## src/hdl/char_display_pkg.sv

```systemverilog
// constants shared by the character display command decoder
// assumes a single 25 MHz clock domain
package char_display_pkg;

	localparam int          CLK_MHZ        = 25;
	// clear time in microseconds, longest figure
	localparam int          CLEAR_US       = 100;
	localparam int          CLEAR_CYCLES   = CLEAR_US * CLK_MHZ;
	// blink half period in milliseconds (about 1 Hz, 50% duty)
	localparam int          BLINK_HALF_MS  = 500;
	localparam int          BLINK_CYCLES   = BLINK_HALF_MS * 1000 * CLK_MHZ;
	// short instruction time in cycles (666 ns rounded up at 40 ns)
	localparam int          SHORT_NS       = 666;
	localparam int          SHORT_CYCLES   = (SHORT_NS + 39) / 40;

	localparam int          TEXT_DEPTH     = 128;
	localparam logic [7:0]  BLANK_CODE     = 8'h20;
	localparam logic [7:0]  CMD_CLEAR      = 8'h01;
	localparam logic [6:0]  ADDR_RESET     = 7'h00;
	localparam logic [6:0]  GLYPH_MASK     = 7'h3f;
	localparam logic [5:0]  SHIFT_RESET    = 6'h00;
	localparam logic [1:0]  BRIGHT_RESET   = 2'h0;
	localparam logic        DIR_RESET      = 1'b1;
	localparam logic        WIDE_RESET     = 1'b1;

	// command classes, by highest set bit
	localparam int          BIT_TEXT_ADDR  = 7;
	localparam int          BIT_GLYPH_ADDR = 6;
	localparam int          BIT_FUNC       = 5;
	localparam int          BIT_SHIFT      = 4;
	localparam int          BIT_ONOFF      = 3;
	localparam int          BIT_ENTRY      = 2;
	localparam int          BIT_HOME       = 1;

	// field positions
	localparam int          POS_DIR        = 1;
	localparam int          POS_SHIFT_EN   = 0;
	localparam int          POS_DISP       = 2;
	localparam int          POS_CURSOR     = 1;
	localparam int          POS_BLINK      = 0;
	localparam int          POS_SC         = 3;
	localparam int          POS_RL         = 2;
	localparam int          POS_WIDTH      = 4;

	typedef enum logic [2:0] {
		ST_IDLE  = 3'b001,
		ST_CLEAR = 3'b010,
		ST_WAIT  = 3'b100
	} state_e;

endpackage

```

## src/hdl/char_display_command_decoder.sv

```systemverilog
// command decoder for a two-line, 40-character text display
// assumes byte strobes arrive synchronous to clk from the host bus logic
`timescale 1ns/1ps

// Summary of operation
// - clear writes 20H to every text address, zeroes counter, selects text memory.
// - clear also zeroes shift, homes cursor, forces increment mode.
// - home zeroes counter, selects text memory, zeroes shift.
// - entry mode stores direction; counter steps up or down per access.
// - shift-enable makes text writes shift display opposite direction.
// - text reads and any glyph access move only the cursor.
// - every display shift moves both lines together by one.
// - on/off bit 2 enables the whole display.
// - display off inhibits the power converter.
// - on/off bit 1 shows or hides the cursor.
// - on/off bit 0 blinks the cursor character at about 1 Hz.
// - shift command moves cursor, optionally with display, left or right.
// - function-set bit 4 picks 8-bit or 4-bit transfers.
// - data byte after function-set sets brightness from two low bits.
// - command after function-set cancels brightness wait.
// - glyph-address command loads six bits, selects glyph memory.
// - glyph counter is six bits and wraps.
// - text-address command loads seven bits, selects text memory.
// - counter updates after each access following the direction.
// - busy high while an instruction executes.
// - 4-bit mode pairs high nibble then low nibble on writes; reads take one strobe.
// - power-on performs clear and default settings.
module char_display_command_decoder
	import char_display_pkg::*;
#(
	parameter int CLEAR_COUNT = CLEAR_CYCLES,
	parameter int BLINK_COUNT = BLINK_CYCLES
) (
	input  wire logic       clk,
	input  wire logic       rst_n,
	input  wire logic       byteStrobe,
	input  wire logic [7:0] busData,
	input  wire logic       command_or_data_select,
	input  wire logic       readAccess,
	output logic            busy_flag,
	output logic [6:0]      address_counter_value,
	output logic            glyphSelect,
	output logic [5:0]      shiftOffset,
	output logic            incrementMode,
	output logic            shiftEnable,
	output logic            displayOn,
	output logic            converterInhibit,
	output logic            cursorOn,
	output logic            blinkOn,
	output logic            blinkPhase,
	output logic            wideBus,
	output logic            brightness_level_high,
	output logic            brightness_level_low,
	output logic            memWrite,
	output logic [6:0]      memAddr,
	output logic [7:0]      memData
);

	// ----------------------------------------
	// state
	// ----------------------------------------
	state_e      state, next_state;
	logic [6:0]  next_acc;
	logic        next_glyph, next_dir, next_sen, next_disp, next_cur, next_blink, next_wide;
	logic [5:0]  next_shift;
	logic [1:0]  bright, next_bright;
	logic        brightWait, next_brightWait;
	logic        nibbleHalf, next_nibbleHalf;
	logic [3:0]  nibbleHigh, next_nibbleHigh;
	logic [15:0] waitCnt, next_waitCnt;
	logic        next_memWrite;
	logic [6:0]  next_memAddr;
	logic [7:0]  next_memData;
	logic [25:0] blinkCnt, next_blinkCnt;
	logic        next_blinkPhase;
	logic        byteValid;
	logic [7:0]  byteVal;

	// step the counter one place; glyph space wraps at six bits
	function automatic logic [6:0] stepAddr(input logic [6:0] a, input logic up,
		input logic glyph);
		logic [6:0] r;
		r = up ? a + 7'h01 : a - 7'h01;
		if (glyph) begin
			r = r & GLYPH_MASK;
		end
		return r;
	endfunction

	// ----------------------------------------
	// byte assembly
	// ----------------------------------------
	// high nibble first, then low nibble on the upper lines
	always_comb begin
		byteValid = 1'b0;
		byteVal = busData;
		next_nibbleHalf = nibbleHalf;
		next_nibbleHigh = nibbleHigh;
		if (byteStrobe && !readAccess && !wideBus) begin
			if (!nibbleHalf) begin
				next_nibbleHalf = 1'b1;
				next_nibbleHigh = busData[7:4];
			end else begin
				next_nibbleHalf = 1'b0;
				byteValid = 1'b1;
				byteVal = {nibbleHigh, busData[7:4]};
			end
		end else if (byteStrobe) begin
			byteValid = 1'b1;
		end
	end

	// ----------------------------------------
	// decoder
	// ----------------------------------------
	always_comb begin
		next_state = state;
		next_acc = address_counter_value;
		next_glyph = glyphSelect;
		next_shift = shiftOffset;
		next_dir = incrementMode;
		next_sen = shiftEnable;
		next_disp = displayOn;
		next_cur = cursorOn;
		next_blink = blinkOn;
		next_wide = wideBus;
		next_bright = bright;
		next_brightWait = brightWait;
		next_waitCnt = waitCnt;
		next_memWrite = 1'b0;
		next_memAddr = memAddr;
		next_memData = memData;
		case (state)
			ST_CLEAR: begin
				// sweep blank code over text memory, address 0 first
				next_memWrite = 1'b1;
				next_memAddr = memWrite ? memAddr + 7'h01 : ADDR_RESET;
				next_memData = BLANK_CODE;
				if (memWrite && memAddr == 7'(TEXT_DEPTH - 1)) begin
					next_memWrite = 1'b0;
					next_state = ST_WAIT;
				end
			end
			ST_WAIT: begin
				// busy held until the count expires
				if (waitCnt <= 16'h0001) begin
					next_state = ST_IDLE;
				end
				next_waitCnt = waitCnt - 16'h0001;
			end
			ST_IDLE: begin
				if (byteValid && command_or_data_select) begin
					// brightness byte straight after function set
					if (brightWait && !readAccess) begin
						next_bright = byteVal[1:0];
						next_brightWait = 1'b0;
					end else begin
						next_brightWait = 1'b0;
						next_memWrite = !readAccess;
						next_memAddr = address_counter_value;
						next_memData = byteVal;
						// counter follows direction after each access
						next_acc = stepAddr(address_counter_value, incrementMode, glyphSelect);
						// shift display opposite direction, cursor held
						// reads and glyph accesses never shift the display
						if (shiftEnable && !readAccess && !glyphSelect) begin
							// one offset shared by both lines
							next_shift = incrementMode ? shiftOffset + 6'h01 : shiftOffset - 6'h01;
						end
					end
				end else if (byteValid && !readAccess) begin
					next_brightWait = 1'b0;
					next_state = ST_WAIT;
					next_waitCnt = 16'(SHORT_CYCLES);
					if (byteVal[BIT_TEXT_ADDR]) begin
						next_acc = byteVal[6:0];
						next_glyph = 1'b0;
					end else if (byteVal[BIT_GLYPH_ADDR]) begin
						// glyph space masked to six bits
						next_acc = byteVal[6:0] & GLYPH_MASK;
						next_glyph = 1'b1;
					end else if (byteVal[BIT_FUNC]) begin
						next_wide = byteVal[POS_WIDTH];
						next_brightWait = 1'b1;
					end else if (byteVal[BIT_SHIFT]) begin
						// move cursor, with display when selected
						next_acc = stepAddr(address_counter_value, byteVal[POS_RL], glyphSelect);
						if (byteVal[POS_SC]) begin
							next_shift = byteVal[POS_RL] ? shiftOffset - 6'h01 : shiftOffset + 6'h01;
						end
					end else if (byteVal[BIT_ONOFF]) begin
						next_disp = byteVal[POS_DISP];
						next_cur = byteVal[POS_CURSOR];
						next_blink = byteVal[POS_BLINK];
					end else if (byteVal[BIT_ENTRY]) begin
						next_dir = byteVal[POS_DIR];
						next_sen = byteVal[POS_SHIFT_EN];
					end else if (byteVal[BIT_HOME]) begin
						next_acc = ADDR_RESET;
						next_glyph = 1'b0;
						next_shift = SHIFT_RESET;
					end else if (byteVal == CMD_CLEAR) begin
						// counter to zero on text memory
						next_acc = ADDR_RESET;
						next_glyph = 1'b0;
						next_shift = SHIFT_RESET;
						next_dir = 1'b1;
						next_state = ST_CLEAR;
						next_memAddr = ADDR_RESET;
						next_waitCnt = 16'(CLEAR_COUNT - TEXT_DEPTH);
					end else begin
						next_state = ST_IDLE;
					end
				end
			end
			default: begin
				next_state = ST_IDLE;
			end
		endcase
	end

	// about 1 Hz blink, half period each phase
	always_comb begin
		next_blinkCnt = blinkCnt + 26'h1;
		next_blinkPhase = blinkPhase;
		if (!blinkOn) begin
			next_blinkCnt = 26'h0;
			next_blinkPhase = 1'b0;
		end else if (blinkCnt == 26'(BLINK_COUNT - 1)) begin
			next_blinkCnt = 26'h0;
			next_blinkPhase = !blinkPhase;
		end
	end

	// ----------------------------------------
	// registers
	// ----------------------------------------
	// power-on clear and defaults
	always_ff @(posedge clk or negedge rst_n) begin
		if (!rst_n) begin
			state <= ST_CLEAR;
			address_counter_value <= ADDR_RESET;
			glyphSelect <= 1'b0;
			shiftOffset <= SHIFT_RESET;
			incrementMode <= DIR_RESET;
			shiftEnable <= 1'b0;
			displayOn <= 1'b0;
			cursorOn <= 1'b0;
			blinkOn <= 1'b0;
			wideBus <= WIDE_RESET;
			bright <= BRIGHT_RESET;
			brightWait <= 1'b0;
			nibbleHalf <= 1'b0;
			nibbleHigh <= 4'h0;
			waitCnt <= 16'h0001;
			memWrite <= 1'b0;
			memAddr <= ADDR_RESET;
			memData <= BLANK_CODE;
			blinkCnt <= 26'h0;
			blinkPhase <= 1'b0;
		end else begin
			state <= next_state;
			address_counter_value <= next_acc;
			glyphSelect <= next_glyph;
			shiftOffset <= next_shift;
			incrementMode <= next_dir;
			shiftEnable <= next_sen;
			displayOn <= next_disp;
			cursorOn <= next_cur;
			blinkOn <= next_blink;
			wideBus <= next_wide;
			bright <= next_bright;
			brightWait <= next_brightWait;
			nibbleHalf <= next_nibbleHalf;
			nibbleHigh <= next_nibbleHigh;
			waitCnt <= next_waitCnt;
			memWrite <= next_memWrite;
			memAddr <= next_memAddr;
			memData <= next_memData;
			blinkCnt <= next_blinkCnt;
			blinkPhase <= next_blinkPhase;
		end
	end

	assign busy_flag = (state != ST_IDLE);
	assign converterInhibit = !displayOn;
	assign brightness_level_high = bright[1];
	assign brightness_level_low = bright[0];

	// ----------------------------------------
	// checks
	// ----------------------------------------
	AST_CLEAR_BUSY: assert property (@(posedge clk) disable iff (!rst_n)
		(state == ST_IDLE && byteValid && !command_or_data_select && !readAccess
		&& byteVal == CMD_CLEAR) |=> busy_flag && address_counter_value == ADDR_RESET
		&& !glyphSelect && incrementMode && shiftOffset == SHIFT_RESET)
		else $error("clear did not reset counter state");
	AST_INHIBIT: assert property (@(posedge clk) disable iff (!rst_n)
		(state == ST_IDLE && byteValid && !command_or_data_select && !readAccess
		&& byteVal[7:3] == 5'h01) |=> converterInhibit == !$past(byteVal[POS_DISP]))
		else $error("converter inhibit wrong");
	AST_GLYPH_WRAP: assert property (@(posedge clk) disable iff (!rst_n)
		glyphSelect |-> address_counter_value[6] == 1'b0)
		else $error("glyph counter exceeded six bits");
	AST_BUSY_IDLE: assert property (@(posedge clk) disable iff (!rst_n)
		(state == ST_WAIT && waitCnt == 16'h0001) |=> !busy_flag)
		else $error("busy did not drop");
	AST_SHIFT_HOLD: assert property (@(posedge clk) disable iff (!rst_n)
		(state == ST_IDLE && byteValid && command_or_data_select && readAccess)
		|=> $stable(shiftOffset)) else $error("read shifted display");
	AST_BRIGHT_CANCEL: assert property (@(posedge clk) disable iff (!rst_n)
		(state == ST_IDLE && byteValid && !command_or_data_select && !readAccess
		&& byteVal[7:5] != 3'b001) |=> !brightWait && $stable(bright))
		else $error("brightness wait not cancelled");
	AST_ENTRY: assert property (@(posedge clk) disable iff (!rst_n)
		(state == ST_IDLE && byteValid && !command_or_data_select && !readAccess
		&& byteVal[7:2] == 6'h01) |=> incrementMode == $past(byteVal[POS_DIR]))
		else $error("direction not stored");
	AST_ONOFF: assert property (@(posedge clk) disable iff (!rst_n)
		(state == ST_IDLE && byteValid && !command_or_data_select && !readAccess
		&& byteVal[7:3] == 5'h01) |=> displayOn == $past(byteVal[POS_DISP])
		&& cursorOn == $past(byteVal[POS_CURSOR])) else $error("on/off not taken");

endmodule

```

## config.mk

```make
export PLATFORM = sky130hd
export DESIGN_NAME = char_display_command_decoder
export DESIGN_NICKNAME = d
export VERILOG_FILES = /design/src/hdl/char_display_pkg.sv /design/src/hdl/char_display_command_decoder.sv
export SDC_FILE = /design/constraint.sdc
export NUM_CORES = 1
export LEC_CHECK = 0
export BUFFER_PORTS_ARGS = -buffer_cell sky130_fd_sc_hd__clkbuf_2
export CORE_ASPECT_RATIO = 0.75
export CORE_MARGIN = 4
export CORE_UTILIZATION = 54
export CTS_CLUSTER_SIZE = 25
export DETAILED_ROUTE_END_ITERATION = 10
export PLACE_DENSITY = 0.82
export REMOVE_ABC_BUFFERS = 1
export SYNTH_ARGS = -nofsm -noshare
export SYNTH_HDL_FRONTEND = slang
export SYNTH_SLANG_ARGS = --single-unit
```

## constraint.sdc

```tcl
create_clock -name clk -period 2.2 [get_ports clk]
set_input_delay 0.33 -clock clk [delete_from_list [all_inputs] [get_ports clk]]
set_output_delay 0.33 -clock clk [all_outputs]
set_load 0.005 [all_outputs]
```

; ---- Yosys cells after proc, flatten, opt, wreduce, memory -nomap -nowiden
; Cells that the tools add are included.
[totals]
reg_bits = 90
out_inout_bits = 41
wordCells = 208
[classes]
n_addsub = 7
n_lt_le_gt_ge = 1
n_eq_ne = 40
muxes = 99
bitwise_logic = 7
n_reduce_logical = 34
[op_table]
columns = operator, count
row1 = two-way mux 7 bit, 26
row2 = two-way mux 12 bit, 8
row3 = two-way mux 6 bit, 15
row4 = two-way mux 26 bit, 2
row5 = two-way mux 3 bit, 11
row6 = two-way mux 16 bit, 2
row7 = two-way mux 8 bit, 4
row8 = case mux 16 bit (2 select lines), 1
row9 = inequality test 3 bit (second input constant), 10
row10 = adder 26 x 1 -> 26 bit (second input constant), 1
row11 = == test 26 x 24 -> 1 bit (second input constant), 1
row12 = two-way mux 1 bit, 25
row13 = AND reduction 11 bit, 2
row14 = inequality test 3 x 1 -> 1 bit (second input constant), 7
row15 = <= comparator 16 x 1 -> 1 bit (second input constant), 1
row16 = case mux 8 bit (2 select lines), 1
row17 = AND reduction 8 bit, 2
row18 = subtractor 16 x 1 -> 16 bit (second input constant), 1
row19 = adder 7 x 1 -> 7 bit (second input constant), 2
row20 = inequality test 2 bit (second input constant), 7
row21 = case mux 7 bit (2 select lines), 1
row22 = inequality test 2 x 1 -> 1 bit (second input constant), 6
row23 = inequality test 5 x 1 -> 1 bit (second input constant), 2
row24 = AND reduction 10 bit, 1
row25 = 25 further kinds, 49

; ---- Logic depth before layout (Yosys ltp)
[depth]
ltp_word = 16
mapped_depth = 10
depth_no_buf = 8

; ---- Least setup slack after synthesis
; Ideal clock, no wire load.
[synth_path]
path_kind = flip-flop to flip-flop
from = register wideBus
to = register shiftOffset[0]
setup_ps = 125
arrival_time_ps = 2237
slack_ps = -163
path_stages_with_launch = 9
path_buffers = 3
cell_sequence = dfstp_2 -> buf_4 -> nand4bb_1 -> buf_2 -> mux2_2 -> o311ai_1 -> a311o_1 -> buf_6 -> mux2_4
[synth_via]
elab_chain_len = 12
word_cells_on_any_way = 29
cone_classes = eq/ne (9) / mux (13) / reduce/logical (7)
[synth_rtl]
columns = element, line_no
row1 = from (decl), char_display_command_decoder.sv:51  ; output logic wideBus,
row2 = from (signal assigned), char_display_command_decoder.sv:271  ; wideBus <= next_wide;
row3 = zero test 1 bit *, char_display_command_decoder.sv:99  ; if (byteStrobe && !readAccess && !wideBus) begin
row4 = logical AND 1 bit *, char_display_command_decoder.sv:99
row5 = two-way mux 8 bit, char_display_command_decoder.sv:99
row6 = two-way mux 6 bit, char_display_command_decoder.sv:198  ; end else if (byteVal[BIT_HOME]) begin
row7 = two-way mux 6 bit, char_display_command_decoder.sv:195  ; end else if (byteVal[BIT_ENTRY]) begin
row8 = two-way mux 6 bit, char_display_command_decoder.sv:191  ; end else if (byteVal[BIT_ONOFF]) begin
row9 = two-way mux 6 bit, char_display_command_decoder.sv:185  ; end else if (byteVal[BIT_SHIFT]) begin
row10 = two-way mux 6 bit, char_display_command_decoder.sv:182  ; end else if (byteVal[BIT_FUNC]) begin
row11 = two-way mux 6 bit, char_display_command_decoder.sv:178  ; end else if (byteVal[BIT_GLYPH_ADDR]) begin
row12 = two-way mux 6 bit, char_display_command_decoder.sv:175  ; if (byteVal[BIT_TEXT_ADDR]) begin
row13 = two-way mux 6 bit, char_display_command_decoder.sv:171  ; end else if (byteValid && !readAccess) begin
row14 = two-way mux 6 bit, char_display_command_decoder.sv:152  ; if (byteValid && command_or_data_select) begin
row15 = to (signal assigned), char_display_command_decoder.sv:265  ; shiftOffset <= next_shift;
row16 = to (decl), char_display_command_decoder.sv:43  ; output logic [5:0] shiftOffset,
; Mark *: on every way between the ends. The rest lies on a longest branch, timed or not. The select of a mux whose other input is x is not followed.
; A chain may end at the register's enable or synchronous reset.

; ---- Worst setup path after layout
[layout_path]
from = register wideBus
to = register shiftOffset[4]
; The elaborated chain is that of the path after synthesis.

==> impl_metrics.prom <==
# TYPE chip_impl_metric gauge
chip_impl_metric{name="worst_path_required_time",unit="ns"} 2.43
chip_impl_metric{name="finalHoldViolations",unit=""} 0
chip_impl_metric{name="place.port_buffers",unit=""} 53
chip_impl_metric{name="preCtsSetupSlack",unit="ns"} -0.133
chip_impl_info{name="result_of_the_run",value="finished with violations"} 1
chip_impl_metric{name="grt_start_max_net_pins",unit=""} 41
chip_impl_metric{name="cellPowerDensity",unit="mW/mm²"} 561
chip_impl_metric{name="drt_iter0_drc",unit=""} 628
chip_impl_metric{name="clk_latency",unit="ns"} 0.34
chip_impl_metric{name="globalplace.congestion",unit=""} 0.990
chip_impl_metric{name="via_per_inst",unit=""} 6.22
chip_impl_metric{name="layout_min_cycle_time",unit="ns"} 2.23
chip_impl_metric{name="layout.area.seq",unit="mm²"} 0.00226
chip_impl_metric{name="layout_cells_sized_above_1",unit=""} 0.270
chip_impl_metric{name="drt-total-wl",unit="mm"} 15.6
chip_impl_metric{name="dpl_hpwl",unit="mm"} 11.1
chip_impl_metric{name="row_count",unit=""} 31
chip_impl_metric{name="drt.antenna.violating_nets",unit=""} 0
chip_impl_metric{name="start_util",unit=""} 0.557
chip_impl_info{name="cts_tree",value="built"} 1
chip_impl_info{name="synthDominantAreaCellType",value="sky130_fd_sc_hd__dfrtp_1"} 1
chip_impl_metric{name="final_period_utilization",unit=""} 1.02
chip_impl_metric{name="hold_slack",unit="ns"} 0.344
chip_impl_metric{name="dr_wl_met2",unit="mm"} 7.13
chip_impl_metric{name="grt_first_pass_wirelength",unit="mm"} 24.4
chip_impl_metric{name="multi_input_area",unit="mm²"} 0.00308
chip_impl_metric{name="critPathArrivalTime",unit="ns"} 2.47
chip_impl_metric{name="synth.ff_latch_count",unit=""} 90
chip_impl_metric{name="routed-wl-met3",unit="mm"} 1.49
chip_impl_metric{name="synth.avg_cell_area",unit="µm²"} 9.06
chip_impl_metric{name="number_of_synthesized_flops_with_an_enable_pin",unit=""} 0
chip_impl_metric{name="wire_per_inst",unit="µm"} 18.5
chip_impl_metric{name="core",unit="mm²"} 0.00970
chip_impl_metric{name="drt_pass1_iterations",unit=""} 5
chip_impl_metric{name="setup_violating_endpoint_count_in_the_final_report",unit=""} 3
chip_impl_info{name="failing_checks",value="setup timing"} 1
chip_impl_info{name="startpoint_type",value="flip-flop"} 1
chip_impl_metric{name="n_fill_cell",unit=""} 708
chip_impl_metric{name="count_of_max_cap_constraint_violations",unit=""} 0
chip_impl_info{name="synthFlopType",value="sky130_fd_sc_hd__dfrtp_1"} 1
chip_impl_metric{name="drc",unit=""} 0
chip_impl_info{name="worst_setup_path_end_kind",value="flip-flop"} 1
chip_impl_metric{name="flow.area_growth_from_synthesis",unit="%"} 24.8
chip_impl_metric{name="synth_area",unit="mm²"} 0.00540
chip_impl_metric{name="die_w",unit="µm"} 124
chip_impl_metric{name="final_core_utilization",unit=""} 0.695
chip_impl_metric{name="insertedDiodeCount",unit=""} 0
chip_impl_info{name="clockRootBuffer",value="sky130_fd_sc_hd__clkbuf_16"} 1
chip_impl_metric{name="synth_cells",unit=""} 596
chip_impl_metric{name="tightestPinTransition",unit="ns"} 0.628
chip_impl_metric{name="cts_buffer_depth",unit=""} 2
chip_impl_metric{name="grt_usage",unit=""} 0.267
chip_impl_metric{name="crit_path_max_fanout",unit=""} 9
chip_impl_metric{name="dp.cells",unit=""} 824
chip_impl_metric{name="ctsHtreeMaxLevel",unit=""} 3
chip_impl_info{name="netlist_top_cells_area",value="sky130_fd_sc_hd__dfrtp_1 39%, sky130_fd_sc_hd__nand2_1 4.7%, sky130_fd_sc_hd__nor2_1 4.3%, sky130_fd_sc_hd__xor2_1 3.6%, sky130_fd_sc_hd__nand3_1 2.6%"} 1
chip_impl_metric{name="synth-seq-area-share",unit=""} 0.418
chip_impl_metric{name="first_global_vias",unit=""} 4987
chip_impl_metric{name="clkTransAtPathRegs",unit="ns"} 0.07
chip_impl_info{name="worstSetupPathType",value="reg -> reg"} 1
chip_impl_info{name="rsz0062_at_grt",value="yes"} 1
chip_impl_metric{name="synth_async_sr_flop_share",unit=""} 1.00
chip_impl_metric{name="ys_warn_count",unit=""} 0
chip_impl_metric{name="post-route-cell-area",unit="mm²"} 0.00674
chip_impl_metric{name="routed-via-count",unit=""} 5248
chip_impl_metric{name="nNetsFinal",unit=""} 728
chip_impl_metric{name="ff2ff_setup_slack",unit="ns"} -0.03
chip_impl_metric{name="finClkSkew",unit="ns"} 0.00825
chip_impl_metric{name="die-area",unit="mm²"} 0.0117
chip_impl_metric{name="worst_setup_margin",unit="ns"} -0.0332
chip_impl_metric{name="cts.sinks",unit=""} 90
chip_impl_metric{name="ys_types",unit=""} 71
chip_impl_metric{name="die-height",unit="µm"} 94.6
chip_impl_metric{name="drv_slew",unit=""} 0
chip_impl_metric{name="cts_inserted_buffers",unit=""} 9
chip_impl_metric{name="fin_cells",unit=""} 844
chip_impl_metric{name="max_freq",unit="GHz"} 0.448
chip_impl_metric{name="synth_top_cell_area_share",unit=""} 0.394
chip_impl_metric{name="max-vdd-ir-drop",unit="µV"} 388
chip_impl_metric{name="relSlewSlack",unit=""} 0.581
chip_impl_info{name="route.top_layer_used",value="met4"} 1
chip_impl_metric{name="routedLengthMet1",unit="mm"} 6.65
chip_impl_info{name="timing.hold.worst.class",value="in -> reg"} 1
chip_impl_metric{name="global_route.overflow_total",unit=""} 0
chip_impl_metric{name="initial_antenna_violation_count",unit=""} 0
chip_impl_metric{name="leakage",unit="nW"} 2.98
chip_impl_metric{name="ios",unit=""} 54
chip_impl_metric{name="cell_area_placed",unit="mm²"} 0.00623
registers in the layout (all words and copies together) (netlist names), 3 cells and up:
register and cells:
address_counter_value 7, blinkCnt 26, memAddr 7, memData 8
nibbleHigh 4, shiftOffset 6, state 3, waitCnt 16
cells in the mapped netlist (all sizes together) (3+ instances only):
cell type	number
and4	3
clkbuf	12
nor4	10
and3	16
mux2i	15
o22a	3
nor4b	3
nand3	28
ha	8
o221ai	3
a22o	3
buf	14
mux2	15
o31ai	13
nor2	62
inv	22
nand2b	12
xor2	22
nor3b	3
nor2b	5
dfrtp	85
a32o	3
a211oi	3
and2	5
nor3	18
a31oi	12
nand2	67
a21oi	15
o22ai	9
dfstp	5
o21ai	47
or3	6
or4	5
xnor2	16
nand4	5
worst max-delay path: stages (launching register included):
cell and delay (ns):
sky130_fd_sc_hd__dfstp_2 0.57, sky130_fd_sc_hd__buf_6 0.14, sky130_fd_sc_hd__o311ai_1 0.10, sky130_fd_sc_hd__buf_4 0.18, sky130_fd_sc_hd__nor4b_2 0.29, sky130_fd_sc_hd__a31oi_1 0.08
sky130_fd_sc_hd__a311o_1 0.31, sky130_fd_sc_hd__buf_6 0.15, sky130_fd_sc_hd__mux2_4 0.29
report_power, final:
part	internal, mW	total (mW)	switching (mW)
Sequential	1.69	1.74	0.0514
Combinational	0.246	0.570	0.324
Clock	0.826	1.47	0.644
worst paths after layout:
check                                  startpoint                    endpoint  cells past startpoint
hold / removal             command_or_data_select          memWrite$_DFF_PN0_                      3
setup / recovery              wideBus$_DFFE_PN1P_  shiftOffset[4]$_DFFE_PN0P_                      8
setup reg to reg              wideBus$_DFFE_PN1P_  shiftOffset[4]$_DFFE_PN0P_                      8
hold reg to reg            memData[3]$_DFFE_PN0P_      memData[3]$_DFFE_PN0P_                      2
max in group asynchronous                   rst_n      memData[5]$_DFFE_PN1P_                      3
min in group asynchronous                   rst_n      blinkCnt[23]$_DFF_PN0_                      2
cell type report:
| cell class | count | area share |
|---|---|---|
| well taps | 132 | 0.0245 |
| repair buffers | 126 | 0.129 |
| clock buffers | 12 | 0.0380 |
| inverters | 22 | 0.0122 |
| clock inverters | 4 | 0.00390 |
| flip-flops and latches | 90 | 0.335 |
| multi-input cells | 458 | 0.457 |
layout by cell type (no fill, tap or decap), types with 3 or more instances in the layout:
cell                         n
sky130_fd_sc_hd__dfrtp_1    84
sky130_fd_sc_hd__nand2_1    67
sky130_fd_sc_hd__nor2_1     62
sky130_fd_sc_hd__buf_4      61
sky130_fd_sc_hd__clkbuf_2   52
sky130_fd_sc_hd__nand3_1    28
sky130_fd_sc_hd__o21ai_0    24
sky130_fd_sc_hd__xor2_1     22
sky130_fd_sc_hd__inv_1      21
sky130_fd_sc_hd__o21ai_1    21
sky130_fd_sc_hd__nor3_1     17
sky130_fd_sc_hd__and3_1     16
sky130_fd_sc_hd__xnor2_1    16
sky130_fd_sc_hd__nand2b_1   12
sky130_fd_sc_hd__o31ai_1    12
sky130_fd_sc_hd__a21oi_1    12
sky130_fd_sc_hd__a31oi_1    11
sky130_fd_sc_hd__mux2i_1    10
sky130_fd_sc_hd__clkbuf_16   9
sky130_fd_sc_hd__buf_6       9
sky130_fd_sc_hd__o22ai_1     8
sky130_fd_sc_hd__ha_1        8
sky130_fd_sc_hd__nor4_1      7
sky130_fd_sc_hd__or3_1       6
sky130_fd_sc_hd__mux2_4      6
sky130_fd_sc_hd__and2_1      5
sky130_fd_sc_hd__nand4_1     5
sky130_fd_sc_hd__mux2_2      5
sky130_fd_sc_hd__dfstp_2     5
sky130_fd_sc_hd__nor2b_1     4
sky130_fd_sc_hd__mux2_1      4
sky130_fd_sc_hd__mux2i_4     4
sky130_fd_sc_hd__and4_1      3
sky130_fd_sc_hd__or4_1       3
sky130_fd_sc_hd__o22a_1      3
sky130_fd_sc_hd__o221ai_1    3
sky130_fd_sc_hd__a211oi_1    3
sky130_fd_sc_hd__a22o_1      3
timing repair:
item | 4_1_cts | 5_1_grt
gates resized for setup | 9 | 31
gates cloned | 0 | 1
endpoints found under the hold margin | 36 | 0
hold buffers | 1 | 0
endpoints found under the setup margin | 12 | 27
setup buffers | 0 | 2
pin swaps | 2 | 11
routing by layer:
| metal | track usage | vias to the layer above |
|---|---|---|
| met1 | 0.382 | 2542 |
| met3 | 0.0659 | 38 |
| met5 | 0 | - |
| li1 | - | 2366 |
| met4 | 0.0931 | 0 |
| met2 | 0.397 | 302 |
stage by stage:
step | total power, mW | setup TNS (ns)
2_1_floorplan | 2.00 | -13.60
3_3_place_gp | 2.23 | -0.576
3_5_place_dp | 2.25 | -1.45
4_1_cts | 3.73 | -0.00344
5_1_grt | 3.91 | -0.454
6_report | 3.78 | -0.0865
kinds of logic after synthesis:
group	count (synthesis)	share of synthesized area
AND/OR/NAND/NOR	255	0.240
AO/OA/AOI/OAI	127	0.158
flip-flops	90	0.418
buffers and inverters	48	0.0410
XOR/XNOR	38	0.0616
multiplexers	30	0.0625
adder cells (fa/ha/maj)	8	0.0185
(Power assumes the default switching activity.)
